$ cat src/verilog/urc_consts.svh
// constants for the receive channel: offsets, fields, resets, timing
`ifndef URC_CONSTS_SVH
`define URC_CONSTS_SVH
`define URC_A_RHR 8'h00
`define URC_A_IER 8'h04
`define URC_A_IIR 8'h08
`define URC_A_FCR 8'h0C
`define URC_A_LCR 8'h10
`define URC_A_MCR 8'h14
`define URC_A_LSR 8'h18
`define URC_A_DLL 8'h1C
`define URC_A_DLH 8'h20
`define URC_A_EFR 8'h24
`define URC_IER_RX 0
`define URC_IER_RTS 6
`define URC_FCR_EN 0
`define URC_FCR_CLR 1
`define URC_FCR_DMA 3
`define URC_FCR_TRG 6
`define URC_MCR_RTS 1
`define URC_EFR_ARTS 6
`define URC_LCR_PEN 3
`define URC_LCR_EPS 4
`define URC_LCR_STB 2
`define URC_DIV_RST 16'h0001
`define URC_LCR_RST 8'h03
`define URC_OVS 16
`define URC_MID 4'h7
`define URC_LAST 4'hF
`define URC_TO_CHARS 4
`define URC_TO_BITS 12
`define URC_POR_CYCLES 8388608
`define URC_TRG16 {8'h0E, 8'h08, 8'h04, 8'h01}
`define URC_OFF16 {8'h0E, 8'h0E, 8'h08, 8'h02}
`define URC_ON16 {8'h08, 8'h04, 8'h01, 8'h00}
`define URC_TRG64 {8'h3C, 8'h38, 8'h10, 8'h08}
`define URC_OFF64 {8'h3C, 8'h3C, 8'h38, 8'h10}
`define URC_ON64 {8'h38, 8'h10, 8'h08, 8'h00}
`endif

$ cat src/verilog/urc_pkg.sv
// types shared by the receive channel
`default_nettype none
package urc_pkg;
  typedef enum logic [2:0]
  {
    st_idle  = 3'b000,
    st_start = 3'b001,
    st_data  = 3'b010,
    st_par   = 3'b011,
    st_stop  = 3'b100
  } urc_rx_state_type;
endpackage
`default_nettype wire

$ cat src/verilog/urc_receive_channel.sv
// receive channel: baud divider, receiver, fifo, timeout, dma, auto rts
`default_nettype none
`include "urc_consts.svh"
module urc_receive_channel
#(
  parameter int          DEPTH      = 16,
  parameter int unsigned POR_CYCLES = `URC_POR_CYCLES
)
(
  // clock and reset
  input  wire logic        hclk,
  input  wire logic        hresetn,
  // ahb-lite slave
  input  wire logic        hsel,
  input  wire logic [31:0] haddr,
  input  wire logic [1:0]  htrans,
  input  wire logic        hwrite,
  input  wire logic [2:0]  hsize,
  input  wire logic [31:0] hwdata,
  input  wire logic        hready,
  output logic             hreadyout,
  output logic [31:0]      hrdata,
  output logic             hresp,
  // pins
  input  wire logic        serial_in,
  input  wire logic        external_reset,
  output logic             request_to_send_n,
  output logic             receive_dma_request_n,
  output logic             baud_clock_output,
  output logic             interrupt_out
);
  localparam int AW = $clog2(DEPTH);
  localparam int CW = $clog2(DEPTH + 1);
  localparam int PW = $clog2(POR_CYCLES + 1);

  // pin synchronisers, level moves once stages 2 and 3 agree
  logic [2:0] rx_sync_ff;
  logic [2:0] xr_sync_ff;
  logic       rx_lvl_ff;
  logic       rx_lvl_d_ff;
  logic       xr_lvl_ff;
  always_ff @(posedge hclk or negedge hresetn)
    if (!hresetn)
    begin
      rx_sync_ff  <= 3'h7;
      xr_sync_ff  <= 3'h0;
      rx_lvl_ff   <= 1'b1;
      rx_lvl_d_ff <= 1'b1;
      xr_lvl_ff   <= 1'b0;
    end
    else
    begin
      rx_sync_ff  <= {rx_sync_ff[1:0], serial_in};
      xr_sync_ff  <= {xr_sync_ff[1:0], external_reset};
      rx_lvl_d_ff <= rx_lvl_ff;
      if (rx_sync_ff[2] == rx_sync_ff[1])
        rx_lvl_ff <= rx_sync_ff[2];
      if (xr_sync_ff[2] == xr_sync_ff[1])
        xr_lvl_ff <= xr_sync_ff[2];
    end

  // power-on hold after hresetn release
  logic [PW-1:0] por_cnt_ff;
  logic          por_busy_ff;
  logic          soft_rst;
  always_ff @(posedge hclk or negedge hresetn)
    if (!hresetn)
    begin
      por_cnt_ff  <= '0;
      por_busy_ff <= 1'b1;
    end
    else if (por_busy_ff)
    begin
      por_cnt_ff <= por_cnt_ff + PW'(1);
      if (por_cnt_ff == PW'(POR_CYCLES - 1))
        por_busy_ff <= 1'b0;
    end
  assign soft_rst = por_busy_ff | xr_lvl_ff;

  // bus front end; a read right after a write waits one cycle
  logic       wr_pend_ff;
  logic [7:0] wr_addr_ff;
  logic       accept;
  logic       rd_now;
  assign accept    = hsel & hready & htrans[1];
  assign rd_now    = accept & ~hwrite;
  assign hreadyout = ~(wr_pend_ff & hsel & htrans[1] & ~hwrite);
  assign hresp     = 1'b0;
  always_ff @(posedge hclk or negedge hresetn)
    if (!hresetn)
    begin
      wr_pend_ff <= 1'b0;
      wr_addr_ff <= 8'h00;
    end
    else
    begin
      wr_pend_ff <= accept & hwrite & (hsize == 3'h2);
      if (accept)
        wr_addr_ff <= haddr[7:0];
    end

  // software registers
  logic [7:0]  ier_ff;
  logic [7:0]  fcr_ff;
  logic [7:0]  lcr_ff;
  logic [7:0]  mcr_ff;
  logic [7:0]  efr_ff;
  logic [15:0] div_ff;
  logic        fifo_clr;
  logic        fifo_en;
  logic        dma_mode;
  logic        auto_rts;
  assign fifo_en  = fcr_ff[`URC_FCR_EN];
  assign dma_mode = fcr_ff[`URC_FCR_DMA];
  assign auto_rts = efr_ff[`URC_EFR_ARTS] & mcr_ff[`URC_MCR_RTS];
  // mode change or clear bit flushes stored characters
  assign fifo_clr = wr_pend_ff & (wr_addr_ff == `URC_A_FCR)
                    & (hwdata[`URC_FCR_CLR]
                       | (hwdata[`URC_FCR_EN] != fifo_en));
  always_ff @(posedge hclk or negedge hresetn)
    if (!hresetn)
    begin
      ier_ff <= 8'h00;
      fcr_ff <= 8'h00;
      lcr_ff <= `URC_LCR_RST;
      mcr_ff <= 8'h00;
      efr_ff <= 8'h00;
      div_ff <= `URC_DIV_RST;
    end
    else if (soft_rst)
    begin
      ier_ff <= 8'h00;
      fcr_ff <= 8'h00;
      lcr_ff <= `URC_LCR_RST;
      mcr_ff <= 8'h00;
      efr_ff <= 8'h00;
      div_ff <= `URC_DIV_RST;
    end
    else if (wr_pend_ff)
      case (wr_addr_ff)
        `URC_A_IER: ier_ff <= hwdata[7:0];
        `URC_A_FCR: fcr_ff <= hwdata[7:0] & 8'hC9;
        `URC_A_LCR: lcr_ff <= hwdata[7:0];
        `URC_A_MCR: mcr_ff <= hwdata[7:0];
        `URC_A_EFR: efr_ff <= hwdata[7:0];
        `URC_A_DLL: div_ff[7:0] <= hwdata[7:0];
        `URC_A_DLH: div_ff[15:8] <= hwdata[7:0];
        default: ;
      endcase

  // divisor gives the 16x tick; zero behaves as one
  logic [15:0] div_cnt_ff;
  logic        tick_ff;
  always_ff @(posedge hclk or negedge hresetn)
    if (!hresetn)
    begin
      div_cnt_ff <= 16'h0000;
      tick_ff    <= 1'b0;
    end
    else if (soft_rst)
    begin
      div_cnt_ff <= 16'h0000;
      tick_ff    <= 1'b0;
    end
    else if (({1'b0, div_cnt_ff} + 17'h00001) >= {1'b0, div_ff})
    begin
      div_cnt_ff <= 16'h0000;
      tick_ff    <= 1'b1;
    end
    else
    begin
      div_cnt_ff <= div_cnt_ff + 16'h0001;
      tick_ff    <= 1'b0;
    end
  assign baud_clock_output = tick_ff;

  // receiver state machine
  urc_pkg::urc_rx_state_type st_ff;
  logic [3:0] os_ff;
  logic [2:0] bit_ff;
  logic [7:0] sh_ff;
  logic       par_ff;
  logic       ones_ff;
  logic       pe_ff;
  logic       push_ff;
  logic [7:0] pdata_ff;
  logic [2:0] perr_ff;
  logic [2:0] wl_last;
  assign wl_last = {1'b1, lcr_ff[1:0]}; // 5..8 bits, index of last
  always_ff @(posedge hclk or negedge hresetn)
    if (!hresetn)
    begin
      st_ff    <= urc_pkg::st_idle;
      os_ff    <= 4'h0;
      bit_ff   <= 3'h0;
      sh_ff    <= 8'h00;
      par_ff   <= 1'b0;
      ones_ff  <= 1'b0;
      pe_ff    <= 1'b0;
      push_ff  <= 1'b0;
      pdata_ff <= 8'h00;
      perr_ff  <= 3'h0;
    end
    else if (soft_rst)
    begin
      st_ff   <= urc_pkg::st_idle;
      os_ff   <= 4'h0;
      push_ff <= 1'b0;
    end
    else
    begin
      push_ff <= 1'b0;
      if (tick_ff && st_ff != urc_pkg::st_idle)
        os_ff <= os_ff + 4'h1;
      unique case (st_ff)
        urc_pkg::st_idle:
          if (rx_lvl_d_ff && !rx_lvl_ff)
          begin
            st_ff <= urc_pkg::st_start;
            os_ff <= 4'h0;
          end
        urc_pkg::st_start:
          if (tick_ff && os_ff == `URC_MID)
          begin
            // mid-start sample: high means a glitch
            st_ff   <= rx_lvl_ff ? urc_pkg::st_idle : urc_pkg::st_data;
            os_ff   <= 4'h0;
            bit_ff  <= 3'h0;
            par_ff  <= 1'b0;
            ones_ff <= 1'b0;
            pe_ff   <= 1'b0;
          end
        urc_pkg::st_data:
          if (tick_ff && os_ff == `URC_LAST)
          begin
            sh_ff   <= {rx_lvl_ff, sh_ff[7:1]};
            par_ff  <= par_ff ^ rx_lvl_ff;
            ones_ff <= ones_ff | rx_lvl_ff;
            bit_ff  <= bit_ff + 3'h1;
            if (bit_ff == wl_last)
              st_ff <= lcr_ff[`URC_LCR_PEN] ? urc_pkg::st_par
                                             : urc_pkg::st_stop;
          end
        urc_pkg::st_par:
          if (tick_ff && os_ff == `URC_LAST)
          begin
            pe_ff   <= par_ff ^ rx_lvl_ff ^ ~lcr_ff[`URC_LCR_EPS];
            ones_ff <= ones_ff | rx_lvl_ff;
            st_ff   <= urc_pkg::st_stop;
          end
        urc_pkg::st_stop:
          if (tick_ff && os_ff == `URC_LAST)
          begin
            // error field order: break, framing, parity
            push_ff  <= 1'b1;
            pdata_ff <= sh_ff >> (2'h3 - lcr_ff[1:0]);
            perr_ff  <= {~ones_ff & ~rx_lvl_ff, ~rx_lvl_ff, pe_ff};
            st_ff    <= urc_pkg::st_idle;
          end
        default: st_ff <= urc_pkg::st_idle;
      endcase
    end

  // receive fifo; non-fifo mode keeps one holding entry
  logic [10:0]   mem [DEPTH];
  logic [AW-1:0] wp_ff;
  logic [AW-1:0] rp_ff;
  logic [CW-1:0] cnt_ff;
  logic [7:0]    cnt8;
  logic          room;
  logic          push_ok;
  logic          pop;
  logic          oe_ff;
  assign cnt8    = 8'(cnt_ff);
  assign room    = fifo_en ? (cnt_ff < CW'(DEPTH)) : (cnt_ff == '0);
  assign push_ok = push_ff & room;
  assign pop     = rd_now & (haddr[7:0] == `URC_A_RHR) & (cnt_ff != '0);
  always_ff @(posedge hclk)
    if (push_ok)
      mem[wp_ff] <= {perr_ff, pdata_ff};
  always_ff @(posedge hclk or negedge hresetn)
    if (!hresetn)
    begin
      wp_ff  <= '0;
      rp_ff  <= '0;
      cnt_ff <= '0;
    end
    else if (soft_rst || fifo_clr)
    begin
      wp_ff  <= '0;
      rp_ff  <= '0;
      cnt_ff <= '0;
    end
    else
    begin
      if (push_ok)
        wp_ff <= wp_ff + AW'(1);
      if (pop)
        rp_ff <= rp_ff + AW'(1);
      cnt_ff <= cnt_ff + CW'(push_ok) - CW'(pop);
    end
  // overrun sticky; a new overrun beats the clearing read
  always_ff @(posedge hclk or negedge hresetn)
    if (!hresetn)
      oe_ff <= 1'b0;
    else if (soft_rst)
      oe_ff <= 1'b0;
    else if (push_ff && !room)
      oe_ff <= 1'b1;
    else if (rd_now && haddr[7:0] == `URC_A_LSR)
      oe_ff <= 1'b0;

  // trigger and flow thresholds picked by depth
  logic [1:0] tsel;
  logic [7:0] trig;
  logic [7:0] rts_off;
  logic [7:0] rts_on;
  logic       at_trig;
  assign tsel    = fcr_ff[`URC_FCR_TRG +: 2];
  assign trig    = (DEPTH == 64) ? 8'(`URC_TRG64 >> {tsel, 3'h0})
                                 : 8'(`URC_TRG16 >> {tsel, 3'h0});
  assign rts_off = (DEPTH == 64) ? 8'(`URC_OFF64 >> {tsel, 3'h0})
                                 : 8'(`URC_OFF16 >> {tsel, 3'h0});
  assign rts_on  = (DEPTH == 64) ? 8'(`URC_ON64 >> {tsel, 3'h0})
                                 : 8'(`URC_ON16 >> {tsel, 3'h0});
  assign at_trig = cnt8 >= trig;

  // character timeout counted in 16x ticks of the baud clock
  logic [11:0] to_cnt_ff;
  logic [11:0] to_lim;
  logic        to_ff;
  logic [3:0]  char_bits;
  assign char_bits = 4'h7 + {2'h0, lcr_ff[1:0]}
                     + {3'h0, lcr_ff[`URC_LCR_PEN]}
                     + {3'h0, lcr_ff[`URC_LCR_STB]};
  assign to_lim = 12'((`URC_TO_CHARS * char_bits + `URC_TO_BITS)
                      * `URC_OVS);
  always_ff @(posedge hclk or negedge hresetn)
    if (!hresetn)
    begin
      to_cnt_ff <= 12'h000;
      to_ff     <= 1'b0;
    end
    else if (soft_rst || !fifo_en || cnt_ff == '0 || pop)
    begin
      to_cnt_ff <= 12'h000;
      to_ff     <= 1'b0;
    end
    else if (push_ok && !to_ff)
      to_cnt_ff <= 12'h000;
    else if (tick_ff && !to_ff)
    begin
      if (to_cnt_ff + 12'h001 >= to_lim)
        to_ff <= 1'b1;
      else
        to_cnt_ff <= to_cnt_ff + 12'h001;
    end

  // receive dma request
  logic burst_ff;
  logic dma_req;
  always_ff @(posedge hclk or negedge hresetn)
    if (!hresetn)
      burst_ff <= 1'b0;
    else if (soft_rst || !(fifo_en && dma_mode))
      burst_ff <= 1'b0;
    else if (at_trig || to_ff)
      burst_ff <= 1'b1;
    else if (cnt_ff == '0)
      burst_ff <= 1'b0;
  assign dma_req = (fifo_en && dma_mode) ? burst_ff
                                         : (cnt_ff != '0);
  assign receive_dma_request_n = ~dma_req;

  // auto request-to-send with hysteresis
  logic rts_ff;
  logic nxt_rts;
  logic rts_int_ff;
  always_comb
  begin
    nxt_rts = mcr_ff[`URC_MCR_RTS];
    if (auto_rts)
    begin
      nxt_rts = rts_ff;
      if (cnt8 >= rts_off)
        nxt_rts = 1'b0;
      else if (cnt8 <= rts_on)
        nxt_rts = 1'b1;
    end
  end
  always_ff @(posedge hclk or negedge hresetn)
    if (!hresetn)
      rts_ff <= 1'b0;
    else if (soft_rst)
      rts_ff <= 1'b0;
    else
      rts_ff <= nxt_rts;
  assign request_to_send_n = ~rts_ff;
  // pin 0 to 1 sets the flag; new event beats the clearing read
  always_ff @(posedge hclk or negedge hresetn)
    if (!hresetn)
      rts_int_ff <= 1'b0;
    else if (soft_rst)
      rts_int_ff <= 1'b0;
    else if (efr_ff[`URC_EFR_ARTS] && ier_ff[`URC_IER_RTS]
             && rts_ff && !nxt_rts)
      rts_int_ff <= 1'b1;
    else if (rd_now && haddr[7:0] == `URC_A_IIR)
      rts_int_ff <= 1'b0;

  // interrupt sources and identification
  logic rx_int;
  logic [7:0] interrupt_identification;
  assign rx_int = ier_ff[`URC_IER_RX]
                  & (fifo_en ? at_trig : (cnt_ff != '0));
  assign interrupt_identification = {2'h0, rts_int_ff, 1'b0, to_ff & ier_ff[`URC_IER_RX],
                rx_int, 1'b0, ~interrupt_out};
  assign interrupt_out = rx_int | (to_ff & ier_ff[`URC_IER_RX]) | rts_int_ff;

  // read data registered at the address phase
  logic [31:0] rd_ff;
  logic [10:0] head;
  assign head = mem[rp_ff];
  always_ff @(posedge hclk or negedge hresetn)
    if (!hresetn)
      rd_ff <= 32'h0000_0000;
    else if (rd_now)
      case (haddr[7:0])
        `URC_A_RHR: rd_ff <= {24'h0, (cnt_ff != '0) ? head[7:0] : 8'h00};
        `URC_A_IER: rd_ff <= {24'h0, ier_ff};
        `URC_A_IIR: rd_ff <= {24'h0, interrupt_identification};
        `URC_A_FCR: rd_ff <= {24'h0, fcr_ff};
        `URC_A_LCR: rd_ff <= {24'h0, lcr_ff};
        `URC_A_MCR: rd_ff <= {24'h0, mcr_ff};
        `URC_A_LSR: rd_ff <= {24'h0, 3'h0,
                              (cnt_ff != '0) ? head[10:8] : 3'h0,
                              oe_ff, cnt_ff != '0};
        `URC_A_DLL: rd_ff <= {24'h0, div_ff[7:0]};
        `URC_A_DLH: rd_ff <= {24'h0, div_ff[15:8]};
        `URC_A_EFR: rd_ff <= {24'h0, efr_ff};
        default:    rd_ff <= 32'h0000_0000;
      endcase
  assign hrdata = rd_ff;
endmodule
`default_nettype wire

$ cat config.mk
export PLATFORM = sky130hd
export DESIGN_NAME = urc_receive_channel
export DESIGN_NICKNAME = d
export VERILOG_FILES = /design/src/verilog/urc_pkg.sv /design/src/verilog/urc_receive_channel.sv
export VERILOG_INCLUDE_DIRS = /design/src /design/src/verilog
export SDC_FILE = /design/constraint.sdc
export NUM_CORES = 1
export LEC_CHECK = 0
export BUFFER_PORTS_ARGS = -buffer_cell sky130_fd_sc_hd__clkbuf_2
export CAP_MARGIN = 20
export CORE_UTILIZATION = 30
export DETAILED_ROUTE_END_ITERATION = 7
export GPL_TIMING_DRIVEN = 0
export PLACE_DENSITY_LB_ADDON = 0.2
export SLEW_MARGIN = 20
export SYNTH_ARGS = -nofsm -noshare
export SYNTH_HDL_FRONTEND = slang
export SYNTH_SLANG_ARGS = --single-unit
$ cat constraint.sdc
create_clock -name hclk -period 7.99 [get_ports hclk]
set_input_delay 0.799 -clock hclk [delete_from_list [all_inputs] [get_ports hclk]]
set_output_delay 0.799 -clock hclk [all_outputs]
set_load 0.01 [all_outputs]
# --- Word level (Yosys, flattened, before mapping) ---
# Memories as Yosys holds them, arrays and structs flattened.
# Cells that the tools add are included.
# W data, S select, Z words.
totals:
  ff_bits: 211
  latch_bits: 0
  ram_bits: 176
  rom_bits: 0
  output_inout_bits: 38
  elab_cells: 289
  n_memories: 1
mem_list:
  columns: ["name", "depth", "word_bits", "rd", "rd_ports_with_merged_regs", "wr", "line_no", "rtl"]
  rows:
  - ["mem", 16, 11, 1, 0, 1, "urc_receive_channel.sv:265", "logic [10:0] mem [DEPTH];"]
classes:
  n_addsub: 15
  multipliers: 0
  div_mod_pow: 0
  order_cmp: 6
  eq_ne: 40
  n_shift: 4
  mux: 87
  bitwise_logic: 33
  reduce_logical: 65
op_table:
  columns: ["cell", "n"]
  rows:
  - ["$mux W8", 18]
  - ["$shr A28 B5 Y8 const A", 3]
  - ["$pmux W8 S10", 1]
  - ["$mux W16", 4]
  - ["$eq A8 B5 Y1 const B", 7]
  - ["$mux W12", 4]
  - ["$mux W1", 33]
  - ["$mux W3", 11]
  - ["$eq A8 B6 Y1 const B", 4]
  - ["$mux W4", 8]
  - ["$reduce_bool A2 Y1", 15]
  - ["$add A24 B1 Y24 const B", 1]
  - ["$eq A24 B23 Y1 const B", 1]
  - ["$eq A8 B4 Y1 const B", 3]
  - ["$ne A3 B3 Y1 const B", 7]
  - ["$add A16 B1 Y17 const B", 1]
  - ["$and A1 B1 Y1", 17]
  - ["$ge A17 B16 Y1", 1]
  - ["$add A16 B1 Y16 const B", 1]
  - ["$eq A8 B3 Y1 const B", 2]
  - ["$ge A5 B8 Y1", 2]
  - ["$reduce_and A2 Y1", 8]
  - ["$pmux W3 S5", 1]
  - ["$reduce_bool A3 Y1", 5]
  - ["42 further kinds", 92]

# --- Longest topological paths before layout ---
depth:
  word_depth: 9
  ltp_mapped: 18
  mapped_depth_nobuf: 16

# --- Least setup slack after synthesis ---
# OpenSTA, ideal clock, no wires.
synth_path:
  path_type: "reg2reg"
  start: "reg lcr_ff[0]"
  end: "reg to_cnt_ff[4]"
  setup_ns: 0.078
  arrival_time_ns: 4.019
  path_slack_ns: 3.893
  stages_incl_launch_ff: 17
  n_path_buf: 2
  period_less_slack_ns: 4.097
  path_cell_list: "dfstp_2 clkbuf_1 clkinv_1 ha_1 inv_1 ha_1 inv_1 fa_1 ha_1 or3_1 ha_1 nand3_1 a211oi_1 a21bo_2 buf_6 or4_1 a21oi_1"
synth_between:
  elab_chain_cells: 7
synth_rtl:
  columns: ["item", "line_no", "rtl"]
  rows:
  - ["from (decl)", "urc_receive_channel.sv:105", "logic [7:0] lcr_ff;"]
  - ["from (signal assigned)", "urc_receive_channel.sv:125", "lcr_ff <= `URC_LCR_RST;"]
  - ["from (signal assigned)", "urc_receive_channel.sv:134", "lcr_ff <= `URC_LCR_RST;"]
  - ["from (signal assigned)", "urc_receive_channel.sv:143", "`URC_A_LCR: lcr_ff <= hwdata[7:0];"]
  - ["$add A3 B2 Y4", "urc_receive_channel.sv:333", "assign char_bits = 4'h7 + {2'h0, lcr_ff[1:0]}"]
  - ["$add A4 B1 Y4 (2 in a row)", "urc_receive_channel.sv:333", null]
  - ["$add A6 B4 Y7 (no line)", null, null]
  - ["$ge A12 B11 Y1", "urc_receive_channel.sv:353", "if (to_cnt_ff + 12'h001 >= to_lim)"]
  - ["$ne A3 B3 Y1 (no line)", null, null]
  - ["$reduce_and A2 Y1 (no line)", null, null]
  - ["to (signal assigned)", "urc_receive_channel.sv:356", "to_cnt_ff <= to_cnt_ff + 12'h001;"]
  - ["to (decl)", "urc_receive_channel.sv:329", "logic [11:0] to_cnt_ff;"]
# Every way passes these cells.
# A chain may end at the register's enable or synchronous reset.

# --- Worst setup path after layout ---
layout_path:
  start: "reg lcr_ff[0]"
  end: "reg to_cnt_ff[7]"
# Same word-level chain as after synthesis.

==> metrics.yaml <==
run_status:
  status: "complete, no violations"
routing:
  routed_wirelength_mm: 43.05
  post_drt_via_cell_ratio: 4.879
  first_pass_iters: 5
  drt_drc_violations_left: 0
  final_antenna_net_count: 0
  vias: 10910
  first_iter_violations: 708
  average_routed_wire_per_standard_cell_um: 19.25
clock_network:
  cts_tree: "done"
  cts_htree_levels: 2
  cts_setup_buffers: 0
  cts_resized: 0
  clk_pin_slew_worst_paths_ns: 0.06
  cts.sinks: 359
  cts.hold.buffers_added: 0
  clock_latency_of_the_later_clocked_register_in_the_worst_skew_pair_ns: 0.56
  cts.path.max_buffers: 3
  number_of_buffers_inserted_during_clock_tree_synthesis: 41
  cts_root_buf: "sky130_fd_sc_hd__clkbuf_16"
finish:
  fin_nets: 1578
  stdcell_area_mm2: 0.01979
  antenna_cell_count: 0
  layout.cells.most_common_list: "sky130_fd_sc_hd__edfxtp_1, sky130_fd_sc_hd__dfrtp_1, sky130_fd_sc_hd__nor2_1"
  flow.area_growth_from_synthesis_pct: 15.74
  n_fill_cell: 5556
  layout_commonest_cell: "sky130_fd_sc_hd__edfxtp_1"
  drive_gt1_share_pct: 15.61
sta:
  final_period_minus_worst_setup_slack_ns: 4.960
  post_route_clock_period_utilization_pct: 62.08
  finalSetupViolCount: 0
  setup_total_neg_slack_ns: 0
  report.final.slew_viol_count: 0
  fmaxAchievable_ghz: 0.2016
  timing_hold_violations_final: 0
  max_slew.worst_pin.slew_ns: 0.8736
  timing.max_slew.rel_slack_pct: 41.76
  rsz0062_at_grt: "no"
  clock-skew-final_ns: 0.01758
  final.hold.worst_slack_ns: 0.1687
power_and_ir_drop:
  ir_worst_vdd_mv: 0.1274
  power.density_mw_per_mm2: 204.0
  p_leak_nw: 7.242
yosys:
  synth-edff-count: 176
  synth-seq-area-share_pct: 57.76
  largest_family_of_logic_cells_by_synthesized_area: "multiplexers"
  yosys_most_used_dff: "sky130_fd_sc_hd__edfxtp_1"
  synth-simple-area-share_pct: 12.29
  mux_cell_area_share_after_synthesis_pct: 12.54
  post_synth.cell_area_avg_um2: 12.78
  synthesis.instances: 1338
  yosys.area_share.adder_pct: 4.230
  number_of_warning_messages_in_the_yosys_log: 0
  ys_types: 75
  synth-compound-area-share_pct: 6.074
  synthesis.area_mm2: 0.01710
  postSynth.asyncResetShare_pct: 50.97
  synth_seq_cells: 359
  synth_xor_xnor_area_share_pct: 3.278
floorplanning:
  dieWidth_um: 240.7
  std_cell_rows: 87
  design.die.area_mm2: 0.05795
  start_util_pct: 30.32
  floorplan.die.height_um: 240.7
  num_io_pins: 114
  design.core.area_mm2: 0.05639
place:
  detailedPlacementHpwl_mm: 29.96
  port_buffers: 37
  placed_cell_area_mm2: 0.01842
  place_congestion: 0.8605
global_routing:
  antenna_found_initial: 1
  first_global_vias: 10940
  grt_first_pass_wirelength_mm: 66.65
  global_route.overflow_total: 0
  grt_start_max_net_pins: 74
  grt_util_all_layers_pct: 15.19
job:
  cap_violations: 0
worst_setup_path:
  worst-path-max-fanout: 10
  critPathRequiredTime_ns: 8.47
  cp_data_arrival_time_ns: 5.44
  timing.critical_path.from_type: "flip-flop"
  timing.critical_path.to_type: "flip-flop"
  crit_type: "flip-flop to flip-flop"
min_path:
  worstHoldPathType: "input port to async pin"
-- logic make-up (layout without fill, tap and decap cells) --
group | after synthesis | in the layout
simple gates | 421 | 421
buf+inv | 131 | 249
mux | 149 | 149
flops | 359 | 359
compound gates | 156 | 156
fa+ha+maj | 57 | 57
other cells | 1 | 25
xor+xnor | 64 | 64
-- layer usage --
metal | part of all wire (%) | vias up | track usage, % | wire length, um
met5 | 0 | - | 0 | 0
met4 | 3.1 | 0 | 5.658 | 1350
met3 | 3.8 | 65 | 2.185 | 1633
met2 | 45 | 224 | 23.67 | 19460
met1 | 48 | 5511 | 21.42 | 20610
li1 | - | 5109 | - | -
-- area by class of cell --
cell class	count	area (um2)	area share (%)
clock buffer	52	1140	5.760
sequential	359	9876	49.91
inverter	47	176.4	0.8915
buffer	84	474.2	2.396
clock inverter	24	222.7	1.125
tap	756	945.9	4.780
timing repair buffer	42	271.5	1.372
multi-input combinational	872	6683	33.77
-- path summary, 6_finish.rpt --
check                      slack [ns]  depth (start not counted)          start       endpoint
max in group asynchronous        6.74                          3        hresetn    por_busy_ff
setup reg to reg                 3.03                         16      lcr_ff[0]   to_cnt_ff[7]
hold reg to reg                  0.35                          0  xr_sync_ff[0]  xr_sync_ff[1]
min in group hclk                0.33                          1      serial_in  rx_sync_ff[0]
hold / removal                   0.17                          1        hresetn      ier_ff[3]
setup / recovery                 3.03                         16      lcr_ff[0]   to_cnt_ff[7]
-- synth_stat cells, drive strengths merged, types with 12 or more instances --
master | n | area, um2
edfxtp | 176 | 5285
a211oi | 14 | 105.1
nand3 | 38 | 190.2
nor4 | 12 | 96.34
o21ai | 34 | 170.2
inv | 45 | 168.9
dfrtp | 174 | 4354
ha | 53 | 663.1
mux2 | 15 | 168.9
a21oi | 36 | 180.2
nand4 | 26 | 162.7
mux2i | 86 | 860.8
nor2b | 32 | 200.2
and3 | 22 | 142.6
nor3 | 21 | 105.1
mux4 | 48 | 1115
xor2 | 23 | 201.4
xnor2 | 41 | 359.1
buf | 51 | 350.3
clkbuf | 33 | 123.9
nand2 | 109 | 411.7
nor2 | 111 | 421.7
-- worst max-delay path, cell delays in order, from the launching register on --
cell	delay (ns)
sky130_fd_sc_hd__dfstp_2	0.51
sky130_fd_sc_hd__clkbuf_1	0.40
sky130_fd_sc_hd__clkinv_1	0.44
sky130_fd_sc_hd__ha_1	0.41
sky130_fd_sc_hd__inv_1	0.04
sky130_fd_sc_hd__ha_1	0.18
sky130_fd_sc_hd__inv_1	0.07
sky130_fd_sc_hd__fa_1	0.44
sky130_fd_sc_hd__ha_1	0.24
sky130_fd_sc_hd__or3_1	0.38
sky130_fd_sc_hd__ha_1	0.30
sky130_fd_sc_hd__nand3_1	0.11
sky130_fd_sc_hd__o21ai_0	0.45
sky130_fd_sc_hd__clkbuf_1	0.40
sky130_fd_sc_hd__a21oi_1	0.15
sky130_fd_sc_hd__nand4_1	0.17
sky130_fd_sc_hd__mux2i_1	0.19
-- per-stage QoR --
step	setup slack [ns]	power [W]	cells	util [%]
final	3.030	0.004038	2236	35.10
after global routing	2.685	0.004184	2236	35.10
after CTS	2.980	0.004096	2236	35.08
after detailed placement	2.992	0.002167	2160	32.67
after global placement	2.390	0.002161	2155	32.49
after floorplan	3.893	0.002095	1362	-
-- power breakdown --
group / switching (W) / leakage (nW) / internal [W] / total [W]
logic: 0.000114 / 2.87 / 0.0000579 / 0.000172
registers: 0.0000133 / 3.71 / 0.00194 / 0.00196
clock network: 0.000769 / 0.668 / 0.00114 / 0.00191
-- flip-flops by register name, indices dropped and copies added, names as in the netlist, 12 cells and up --
signal,cells
to_cnt_ff,12
div_cnt_ff,16
mem,176
por_cnt_ff,24
div_ff,16
Power figures use the tool's default switching activity.
